<file path="config.mk">
export PLATFORM = sky130hd
export DESIGN_NAME = tdcp_event_packer
export DESIGN_NICKNAME = d
export VERILOG_FILES = /design/src/hw/tdcp_pkg.sv /design/src/hw/tdcp_event_packer.sv
export SDC_FILE = /design/constraint.sdc
export NUM_CORES = 2
export LEC_CHECK = 0
export ABC_AREA = 1
export BUFFER_PORTS_ARGS = -buffer_cell sky130_fd_sc_hd__buf_2
export CORE_MARGIN = 2
export CORE_UTILIZATION = 30
export CTS_BUF_LIST = sky130_fd_sc_hd__clkbuf_4 sky130_fd_sc_hd__clkbuf_8
export DETAILED_ROUTE_END_ITERATION = 8
export GPL_ROUTABILITY_DRIVEN = 0
export PLACE_DENSITY_LB_ADDON = 0.3
export SYNTH_ARGS = -nofsm -noshare
export SYNTH_HDL_FRONTEND = slang
export SYNTH_SLANG_ARGS = --single-unit
</file>
<file path="constraint.sdc">
create_clock -name hclk -period 3.2 [get_ports hclk]
set_clock_uncertainty 0.1 [all_clocks]
set_input_delay 0.32 -clock hclk [delete_from_list [all_inputs] [get_ports hclk]]
set_output_delay 0.32 -clock hclk [all_outputs]
set_load 0.005 [all_outputs]
</file>
<file path="src/hw/tdcp_pkg.sv">
// Constants, field layouts and carrier types for the event word packer.
// Assumes a 32-bit AHB-Lite register bus and eight discriminated inputs.
package tdcp_pkg;

	// ****************************************
	// Register map (byte addresses)
	// ****************************************
	localparam logic [7:0] A_CTRL = 8'h00;
	localparam logic [7:0] A_STAT = 8'h04;
	localparam logic [7:0] A_CHCFG = 8'h08;
	localparam logic [7:0] A_RANGE = 8'h0C;
	localparam logic [7:0] A_SWEEP = 8'h10;
	localparam logic [7:0] A_LIM_BASE = 8'h20;
	localparam logic [7:0] A_PRE_BASE = 8'h40;

	// ****************************************
	// Field positions
	// ****************************************
	localparam int CTRL_RUN = 0;
	localparam int CTRL_OMIT = 1;
	localparam int CHCFG_EN_LSB = 0;
	localparam int CHCFG_EDGE_LSB = 8;
	localparam int CHCFG_ROI_LSB = 24;
	localparam int W_CH_LSB = 0;
	localparam int W_EDGE = 4;
	localparam int W_TIME_LSB = 5;
	localparam int W_SWP_LSB = 21;
	localparam int W_LOST = 31;

	// ****************************************
	// Reset values and limits
	// ****************************************
	localparam logic [31:0] CHCFG_RST = 32'h00AA_AA00;
	localparam logic [31:0] RANGE_RST = 32'h0000_1000;
	localparam logic [31:0] LIM_RST = 32'h0800_0000;
	localparam logic [31:0] PRE_RST = 32'h0000_0000;
	localparam logic [31:0] NARROW_MAX = 32'h0000_FFFF;
	localparam logic [31:0] OMIT_MAX = 32'h03FF_FFFF;
	localparam logic [1:0] EDGE_RISE = 2'h1;
	localparam logic [1:0] EDGE_FALL = 2'h2;

	// ****************************************
	// Timing
	// ****************************************
	localparam int DWELL_PER_TICK = 32;

	// ****************************************
	// Carriers
	// ****************************************
	typedef struct packed {
		logic wide;
		logic [63:0] data;
	} tdcp_word_s;

	typedef struct packed {
		logic fall;
		logic [31:0] tim;
		logic [15:0] swp;
	} tdcp_evt_s;

endpackage

</file>
<file path="src/hw/tdcp_event_packer.sv">
// Event word packer: eight timing inputs to a list-mode word stream.
// Assumes asynchronous input pins, one AHB-Lite master, a host sink with ready.
//
// Chosen here: the register offsets and register access over AHB-Lite.
`timescale 1ns/1ps

// Summary of operation
// - Each word is 4 or 8 bytes, chosen from the sweep range and the sweep-omit setting.
// - The channel number sits in bits 3 to 0.
// - Bit 4 is zero for a rising edge and one for a falling edge.
// - The 16-bit time value sits in bits 20 to 5.
// - The low ten bits of the sweep count sit in bits 30 to 21.
// - Bit 31 flags that event data were lost.
// - Each input feeds the stream on its own, as soon as possible, with no cross-channel ordering.
// - The sweep count goes into every word unless software omits it.
// - Each of the eight inputs has its own sampling enable and a disabled one makes no words.
// - Each input detects the rising edge, the falling edge or both.
// - An enabled window limit stops the run once its in-window count passes the preset.
// - An event counts for the window only if lower <= time < upper.
// - The time counter advances once every 32 dwell units.
module tdcp_event_packer
	import tdcp_pkg::*;
#(
	parameter int NCH_P = 8,
	parameter int TICK_P = DWELL_PER_TICK
) (
	input wire logic hclk,
	input wire logic hresetn,
	input wire logic hsel,
	input wire logic [7:0] haddr,
	input wire logic [1:0] htrans,
	input wire logic hwrite,
	input wire logic [2:0] hsize,
	input wire logic [31:0] hwdata,
	input wire logic hready,
	output logic hreadyout,
	output logic hresp,
	output logic [31:0] hrdata,
	input wire logic start_input,
	input wire logic [6:0] stop_channel_inputs,
	output tdcp_word_s ev_word,
	output logic ev_valid,
	input wire logic ev_ready,
	output logic meas_running
);

	// ****************************************
	// Bus slave
	// ****************************************
	logic wr_pend_q;
	logic [7:0] wr_addr_q;
	logic [31:0] ctrl_q, chcfg_q, range_q;
	logic [31:0] lim_q [NCH_P];
	logic [31:0] pre_q [NCH_P];
	logic [15:0] roi_cnt_q [NCH_P];
	logic roi_stop_q, lost_q, run_q;
	logic [15:0] sweep_q;
	logic [1:0] cnt_q;
	logic [31:0] rd_mux;
	wire addr_ok = hsel & hready & htrans[1];
	wire do_wr = wr_pend_q;
	wire [2:0] wr_idx = wr_addr_q[4:2];
	wire [2:0] rd_idx = haddr[4:2];
	wire wr_lim = do_wr & (wr_addr_q[7:5] == A_LIM_BASE[7:5]);
	wire wr_pre = do_wr & (wr_addr_q[7:5] == A_PRE_BASE[7:5]);
	wire wr_ctrl = do_wr & (wr_addr_q == A_CTRL);
	wire run_start = wr_ctrl & hwdata[CTRL_RUN] & ~run_q;

	always_comb begin
		rd_mux = 32'h0000_0000;
		if (haddr == A_CTRL) begin
			rd_mux = {ctrl_q[31:1], run_q};
		end else if (haddr == A_STAT) begin
			rd_mux = {27'h000_0000, cnt_q, lost_q, roi_stop_q, run_q};
		end else if (haddr == A_CHCFG) begin
			rd_mux = chcfg_q;
		end else if (haddr == A_RANGE) begin
			rd_mux = range_q;
		end else if (haddr == A_SWEEP) begin
			rd_mux = {16'h0000, sweep_q};
		end else if (haddr[7:5] == A_LIM_BASE[7:5]) begin
			rd_mux = lim_q[rd_idx];
		end else if (haddr[7:5] == A_PRE_BASE[7:5]) begin
			rd_mux = {roi_cnt_q[rd_idx], pre_q[rd_idx][15:0]};
		end
	end

	always_ff @(posedge hclk or negedge hresetn) begin
		if (!hresetn) begin
			wr_pend_q <= 1'b0;
			wr_addr_q <= 8'h00;
			hrdata <= 32'h0000_0000;
			hreadyout <= 1'b0;
			hresp <= 1'b0;
		end else begin
			wr_pend_q <= addr_ok & hwrite;
			wr_addr_q <= haddr;
			hrdata <= (addr_ok & ~hwrite) ? rd_mux : 32'h0000_0000;
			hreadyout <= 1'b1;
			hresp <= 1'b0;
		end
	end

	always_ff @(posedge hclk or negedge hresetn) begin
		if (!hresetn) begin
			ctrl_q <= 32'h0000_0000;
			chcfg_q <= CHCFG_RST;
			range_q <= RANGE_RST;
		end else begin
			if (wr_ctrl) ctrl_q <= hwdata;
			if (do_wr & (wr_addr_q == A_CHCFG)) chcfg_q <= hwdata;
			if (do_wr & (wr_addr_q == A_RANGE)) range_q <= hwdata;
		end
	end

	// ****************************************
	// Time base and sweep counter
	// ****************************************
	localparam int PW = $clog2(TICK_P);
	logic [PW-1:0] presc_q;
	logic [31:0] time_q;
	logic [NCH_P-1:0] rise, fall;
	wire tick = (presc_q == PW'(TICK_P - 1));
	wire new_sweep = run_q & (rise[0] | fall[0]);

	always_ff @(posedge hclk or negedge hresetn) begin
		if (!hresetn) begin
			presc_q <= '0;
			time_q <= 32'h0000_0000;
			sweep_q <= 16'h0000;
		end else if (run_start) begin
			presc_q <= '0;
			time_q <= 32'h0000_0000;
			sweep_q <= 16'h0000;
		end else if (new_sweep) begin
			presc_q <= '0;
			time_q <= 32'h0000_0000;
			sweep_q <= sweep_q + 16'h0001;
		end else if (run_q) begin
			presc_q <= tick ? '0 : presc_q + PW'(1);
			if (tick) time_q <= time_q + 32'h0000_0001;
		end
	end

	// ****************************************
	// Per-input capture and window count
	// ****************************************
	wire [NCH_P-1:0] pins = {stop_channel_inputs, start_input};
	wire [NCH_P-1:0] ch_en = chcfg_q[CHCFG_EN_LSB +: NCH_P];
	wire [NCH_P-1:0] roi_en = chcfg_q[CHCFG_ROI_LSB +: NCH_P];
	logic [NCH_P-1:0] pend_q, det, grant, load, ovf, roi_in, roi_over;
	tdcp_evt_s evt_q [NCH_P];

	genvar g;
	for (g = 0; g < NCH_P; g++) begin : g_ch
		logic s1_q, s2_q, s3_q, lvl_q;
		wire [1:0] esel = chcfg_q[CHCFG_EDGE_LSB + 2 * g +: 2];
		wire [15:0] lo = lim_q[g][15:0];
		wire [15:0] hi = lim_q[g][31:16];
		wire settled = (s2_q == s3_q);
		assign rise[g] = settled & s3_q & ~lvl_q & esel[0];
		assign fall[g] = settled & ~s3_q & lvl_q & esel[1];
		assign det[g] = run_q & ch_en[g] & (rise[g] | fall[g]);
		assign load[g] = det[g] & (~pend_q[g] | grant[g]);
		assign ovf[g] = det[g] & pend_q[g] & ~grant[g];
		assign roi_in[g] = det[g] & (time_q >= {16'h0000, lo}) & (time_q < {16'h0000, hi});
		assign roi_over[g] = roi_en[g] & roi_in[g] & (roi_cnt_q[g] >= pre_q[g][15:0]);

		always_ff @(posedge hclk or negedge hresetn) begin
			if (!hresetn) begin
				s1_q <= 1'b0;
				s2_q <= 1'b0;
				s3_q <= 1'b0;
				lvl_q <= 1'b0;
				pend_q[g] <= 1'b0;
				evt_q[g] <= '0;
				lim_q[g] <= LIM_RST;
				pre_q[g] <= PRE_RST;
				roi_cnt_q[g] <= 16'h0000;
			end else begin
				s1_q <= pins[g];
				s2_q <= s1_q;
				s3_q <= s2_q;
				if (settled) lvl_q <= s3_q;
				pend_q[g] <= load[g] | (pend_q[g] & ~grant[g] & run_q);
				if (load[g]) evt_q[g] <= '{fall: fall[g], tim: time_q, swp: sweep_q};
				if (wr_lim & (wr_idx == 3'(g))) lim_q[g] <= hwdata;
				if (wr_pre & (wr_idx == 3'(g))) pre_q[g] <= hwdata;
				if (run_start) begin
					roi_cnt_q[g] <= 16'h0000;
				end else if (roi_in[g] & (roi_cnt_q[g] != 16'hFFFF)) begin
					roi_cnt_q[g] <= roi_cnt_q[g] + 16'h0001;
				end
			end
		end
	end

	// ****************************************
	// Run control
	// ****************************************
	always_ff @(posedge hclk or negedge hresetn) begin
		if (!hresetn) begin
			run_q <= 1'b0;
			roi_stop_q <= 1'b0;
			meas_running <= 1'b0;
		end else begin
			if (|roi_over) begin
				run_q <= 1'b0;
				roi_stop_q <= 1'b1;
			end else if (wr_ctrl) begin
				run_q <= hwdata[CTRL_RUN];
				if (hwdata[CTRL_RUN]) roi_stop_q <= 1'b0;
			end
			meas_running <= run_q & ~(|roi_over);
		end
	end

	// ****************************************
	// Arbitration and word assembly
	// ****************************************
	logic push_ok, push, pop;
	tdcp_word_s w_new;
	tdcp_evt_s ge;
	logic [3:0] gch;
	wire omit = ctrl_q[CTRL_OMIT];
	wire wide = (range_q > NARROW_MAX) & ~(omit & (range_q <= OMIT_MAX));

	always_comb begin
		grant = '0;
		gch = 4'h0;
		for (int i = NCH_P - 1; i >= 0; i--) begin
			if (pend_q[i]) begin
				gch = 4'(i);
			end
		end
		if (|pend_q) grant[gch[2:0]] = push_ok;
	end

	assign ge = evt_q[gch[2:0]];
	assign push = |grant;

	always_comb begin
		w_new.wide = wide;
		w_new.data = 64'h0000_0000_0000_0000;
		w_new.data[W_CH_LSB +: 4] = gch;
		w_new.data[W_EDGE] = ge.fall;
		w_new.data[W_TIME_LSB +: 16] = ge.tim[15:0];
		if (!omit) begin
			w_new.data[W_SWP_LSB +: 10] = ge.swp[9:0];
		end else if (!wide) begin
			w_new.data[W_SWP_LSB +: 10] = ge.tim[25:16];
		end
		w_new.data[W_LOST] = lost_q | (|ovf);
		if (wide) begin
			w_new.data[63:32] = {ge.tim[31:16], omit ? 16'h0000 : ge.swp};
		end
	end

	always_ff @(posedge hclk or negedge hresetn) begin
		if (!hresetn) begin
			lost_q <= 1'b0;
		end else begin
			lost_q <= (|ovf) | (lost_q & ~push);
		end
	end

	// ****************************************
	// Two-entry output buffer
	// ****************************************
	tdcp_word_s buf_q [2];
	assign pop = ev_valid & ev_ready;
	assign push_ok = (cnt_q != 2'h2) | pop;
	wire [1:0] cnt_d = cnt_q + {1'b0, push} - {1'b0, pop};

	always_ff @(posedge hclk or negedge hresetn) begin
		if (!hresetn) begin
			buf_q[0] <= '0;
			buf_q[1] <= '0;
			cnt_q <= 2'h0;
			ev_valid <= 1'b0;
		end else begin
			if (pop & (cnt_q == 2'h2)) begin
				buf_q[0] <= buf_q[1];
			end else if (push & ((cnt_q == 2'h0) | (pop & (cnt_q == 2'h1)))) begin
				buf_q[0] <= w_new;
			end
			if (push & (((cnt_q == 2'h1) & ~pop) | (cnt_q == 2'h2))) buf_q[1] <= w_new;
			cnt_q <= cnt_d;
			ev_valid <= (cnt_d != 2'h0);
		end
	end

	assign ev_word = buf_q[0];
endmodule

</file>
# [Word-level counts from Yosys, hierarchy flattened]
# Index checks and enable logic that the tools add are counted.
# Widths: inputs -> output; s select.
[word_totals] inputBits=59 out_inout_bits=101 wordCells=534 regBits=1400
[op_classes] n_eq_ne=37 n_bitwise=252 reduce_logical=26 n_lt_le_gt_ge=30 add_sub_neg=13 n_mux=68
[op_table] op="$mux 32" n=15
[op_table] op="$mux 16" n=23
[op_table] op="$ge 32x16->1" n=8
[op_table] op="$lt 32x16->1" n=8
[op_table] op="$bmux 32 s3" n=2
[op_table] op="$and 1x1->1" n=182
[op_table] op="$bmux 49 s3" n=1
[op_table] op="$add 16x1->16 const B" n=9
[op_table] op="$mux 65" n=2
[op_table] op="$ge 16x16->1" n=8
[op_table] op="$ne 16x16->1 const B" n=8
[op_table] op="$mux 49" n=2
[op_table] op="$bmux 16 s3" n=1
[op_table] op="$not 1->1" n=38
[op_table] op="$add 32x1->32 const B" n=1
[op_table] op="$eq 8x4->1 const B" n=4
[op_table] op="$gt 32x16->1 const B" n=1
[op_table] op="$le 32x26->1 const B" n=1
[op_table] op="$reduce_or 8->1" n=4
[op_table] op="$or 1x1->1" n=29
[op_table] op="$mux 4" n=7
[op_table] op="$reduce_bool 2->1" n=13
[op_table] op="$mux 10" n=2
[op_table] op="$mux 5" n=4
[op_table] op="28 further kinds" n=53

# [Logic depth before layout (Yosys ltp)]
[logic_depth] word_depth=20 depth_mapped=19 mapped_depth_nobuf=18

# [Worst setup path before layout]
# No wires, ideal clock.
[synth_timing] kind="register -> register" startpoint="register time_q[0]" endpoint="register roi_cnt_q[74] in the netlist's numbering" slack_ps=862 n_path_buf=2 required_ps=2970 path_stages_with_launch=20 arrival_ps=2108 cell_sequence="dfrtp_1 > inv_2 > clkbuf_1 > ha_1 > inv_1 > nand2_1 > nand2_1 > nand2_1 > nand2_1 > nand2_1 > nand2_1 > nand2_1 > nand4_1 > nand2_1 > inv_1 > nand4_1 > nand2_1 > buf_2 > nand3_1 > o21ai_0"
[synth_between] elab_chain_len=5 word_cells_on_any_way=6
[synth_rtl] element="start: declaration" line="tdcp_event_packer.sv:121" source="logic [31:0] time_q;"
[synth_rtl] element="start signal: assignment" line="tdcp_event_packer.sv:141" source="if (tick) time_q <= time_q + 32'h0000_0001;"
[synth_rtl] element="$ge 32x16->1" line="tdcp_event_packer.sv:166" source="assign roi_in[g] = det[g] & (time_q >= {16'h0000, lo}) & (time_q < {16'h0000, hi});"
[synth_rtl] element="$and 1x1->1" line="tdcp_event_packer.sv:166"
[synth_rtl] element="$and 1x1->1 (*)" line="tdcp_event_packer.sv:166"
[synth_rtl] element="$and 1x1->1 (*)" line="tdcp_event_packer.sv:191" source="end else if (roi_in[g] & (roi_cnt_q[g] != 16'hFFFF)) begin"
[synth_rtl] element="$reduce_bool 2->1 (no source line) (*)"
[synth_rtl] element="end signal: indexed assignment" line="tdcp_event_packer.sv:192" source="roi_cnt_q[g] <= roi_cnt_q[g] + 16'h0001;"
[synth_rtl] element="end: declaration" line="tdcp_event_packer.sv:55" source="logic [15:0] roi_cnt_q [NCH_P];"
# Every way passes the cells marked *; elsewhere a longest branch is shown, timed or not.
# A chain may end at the register's enable or synchronous reset.

# [Final worst setup path]
[layout_timing] startpoint="register time_q[5]" endpoint="register roi_cnt_q[121] in the netlist's numbering"
# The elaborated chain is that of the path after synthesis.

==> results.toml <==
[outcome]
status = "finished clean"

[grt]
grt-ovfl-total = 0
grt_usage = 0.212
grt_pass1_wl_um = 371000
grt_antenna_before_repair = 25
grt_pass1_vias = 57567
grt_max_degree = 120

[synthesis]
synth-async-reset-ratio = 1.00
yosysMostFrequentCell = "nand2_1"
synth_edf_count = 0
yosysUniqueCellTypes = 59
synth-seq-cells = 1269
synth_area_per_cell_um2 = 8.10
synth_top_area_cell = "dfrtp_1"
synth_area_leaders = "dfrtp_1, nand2_1, o21ai_0"
synth_top_area_frac = 0.462
ys.flop_type = "dfrtp_1"
synth-warning-count = 0
synth_common_cells = "nand2_1, o21ai_0, dfrtp_1"
synth_area_mm2 = 0.0678
syn_inst = 8373
yosysSeqAreaShare = 0.469

[detailed_routing]
routed_wirelength_um = 249000
drc_errors = 0
first_iter_violations = 6223
vias = 60597
drtPass1Iterations = 6
antenna_left = 0
vias_per_cell = 5.14
wl_per_cell_um = 21.1

[clock_tree]
clk_latency_ns = 0.98
cts_sinks = 1269
cts-root-buf = "clkbuf_8"
cts_tree = "yes"
cts.path.max_buffers = 3
cts.clk_slew.worst_paths_ns = 0.06
h-tree-depth = 4
cts_buffers = 218
postCtsSetupRepairBufs = 0

[sta]
rsz0062_at_grt = "false"
timing.setup.tns_ns = 0
hold_viol = 0
period_minus_slack_ns = 3.05
max_slew_margin = 0.217
worst_pin_slew_ns = 1.16
fmax_ghz = 0.328
finalCritPeriodShare = 0.953
setup_viol = 0
drv_slew = 0

[min_path]
hp-class = "primary input to flip-flop"

[floorplanning]
die_width_um = 479
rows = 174
ios = 160
dieArea_mm2 = 0.230
initial_utilization = 0.302
core_mm2 = 0.225
die_h_um = 479

[setup_path]
path_cells = "buf_12 > ha_1 > a21oi_1 > nor2_1 > nor2_1 > nand2_1 > nand2_1 > nand4_1 > nand4_1 > buf_4 > nand2_1 > buf_4 > nand3_1 > o21ai_0"
crit_type = "flip-flop to flip-flop"
cp_slowest_cell = "dfrtp_1"
cp_top_family = "simple AND/OR/NAND/NOR gates"
cpPeakStageDelay_ns = 0.54
cp-start-kind = "flip-flop"
endpoint_kind = "flip-flop"
crit_buf_inv = 3
timing.critical_path.mode_cell = "nand2_1"
required_ns = 3.91
critical_path.max_fanout = 18
worstPathArrival_ns = 3.76

[place]
dp_hpwl_um = 173000
portBuffers = 153

[power_and_ir_drop]
leakagePower_nw = 41.1
vdd_drop_max_mv = 0.525
powerDensity_mw_per_mm2 = 549

[final_layout]
fillers = 23435
area_growth_pct = 16.3
layout.nets = 9079
final_layout_size_suffix_gt1_frac = 0.111
utilization = 0.351

[flow_run]
maxCapViolCount = 0
==> worst paths after layout <==
check,from,to,slack (ns),cells past startpoint
max,time_q[5]$_DFFE_PN0P_,roi_cnt_q[121]$_DFFE_PN0P_,0.15,14
min,ev_ready,ev_word[2]$_DFFE_PN0P_,0.12,4
max reg2reg,time_q[5]$_DFFE_PN0P_,roi_cnt_q[121]$_DFFE_PN0P_,0.15,14
min reg2reg,g_ch[6].s1_q$_DFF_PN0_,g_ch[6].s2_q$_DFF_PN0_,0.25,0
max in group asynchronous,hresetn,g_ch[2].hi[11]$_DFFE_PN1P_,1.57,4
min in group asynchronous,hresetn,roi_cnt_q[112]$_DFFE_PN0P_,0.48,3
==> timing repair <==
action                                  CTS  global route
gates resized for setup                   0             1
endpoints found under the hold margin  1714             0
setup endpoints to repair                 0             1
hold buffers                             68             0
==> area by class of cell <==
type,count,area [um^2],share of cell area
clock inverters,39,419,0.00531
well taps,2992,3740,0.0474
diodes,8,20.0,0.000254
flip-flops and latches,1269,31800,0.403
multi-input cells,5695,30500,0.386
repair buffers,531,4570,0.0579
inverters,899,3380,0.0428
clock buffers,367,4520,0.0573
==> cell usage in the layout (no fill, tap or decap), drive strengths merged, types with 29 or more instances in the layout <==
master       Yosys  routed
nand4           76      76
a21oi          270     270
a22oi           38      38
nand3          468     468
buf            203     464
o22ai          185     185
nand2         2027    2027
clkinv           7      29
o211ai          52      52
nor3           128     128
dlygate4sd3      0      67
ha             406     406
nor4            47      47
o21ai         1305    1305
nor2           384     384
inv            892     903
clkbuf         308     367
xor2           122     122
dfrtp         1252    1252
o2111ai         34      34
==> cells by family after synthesis <==
| group | synth area share |
|---|---|
| buf+inv | 0.0845 |
| fa+ha+maj | 0.0749 |
| other cells | 0.000111 |
| flops | 0.469 |
| simple gates | 0.193 |
| compound gates | 0.163 |
| xor+xnor | 0.0159 |
==> sequential cells by signal, summed over array words and instances, names as in the netlist, 8 cells and up <==
register,flops
roi_cnt_q,128
ev_word,64
pend_q,8
g_ch.s2_q,8
sweep_q,16
evt_q,392
wr_addr_q,8
g_ch.hi,128
pre_q,128
g_ch.lo,128
range_q,32
hrdata,32
chcfg_q,32
g_ch.s1_q,8
g_ch.lvl_q,8
ctrl_q,31
buf_q,64
g_ch.s3_q,8
time_q,32
==> stage by stage <==
stage / hold WS (ns) / area, um^2 / power (mW) / setup slack (ns) / cells
6_report: 0.117 / 78900 / 43.3 / 0.150 / 11800
5_1_grt: 0.0757 / 78900 / 45.5 / 0.0464 / 11798
4_1_cts: 0.0439 / 78900 / 43.7 / 0.235 / 11792
3_5_place_dp: 0.241 / 73200 / 26.9 / 0.0602 / 11318
3_3_place_gp: 0.240 / 73200 / 26.8 / 0.0982 / 11318
2_1_floorplan: -0.0756 / 67800 / 23.5 / 0.862 / 8374
==> tightest hold or removal path, cell delays in order <==
cell      delay (ns)
buf_2           0.12
nand2_1         0.19
a21oi_1         0.37
a211oi_1        0.13
==> where the power goes <==
part	internal [mW]	total, mW	switching [mW]
registers	17.4	18.3	0.901
clock network	9.27	16.5	7.28
logic	2.62	8.43	5.81
total	29.3	43.3	14.0
==> routing by layer <==
metal,GRT usage,share of wire,vias up
met5,0,0.00031,-
met4,0.107,0.054,10
met3,0.0316,0.068,514
met2,0.336,0.45,2345
met1,0.280,0.42,29405
li1,-,-,28323
(Power assumes the default switching activity.)
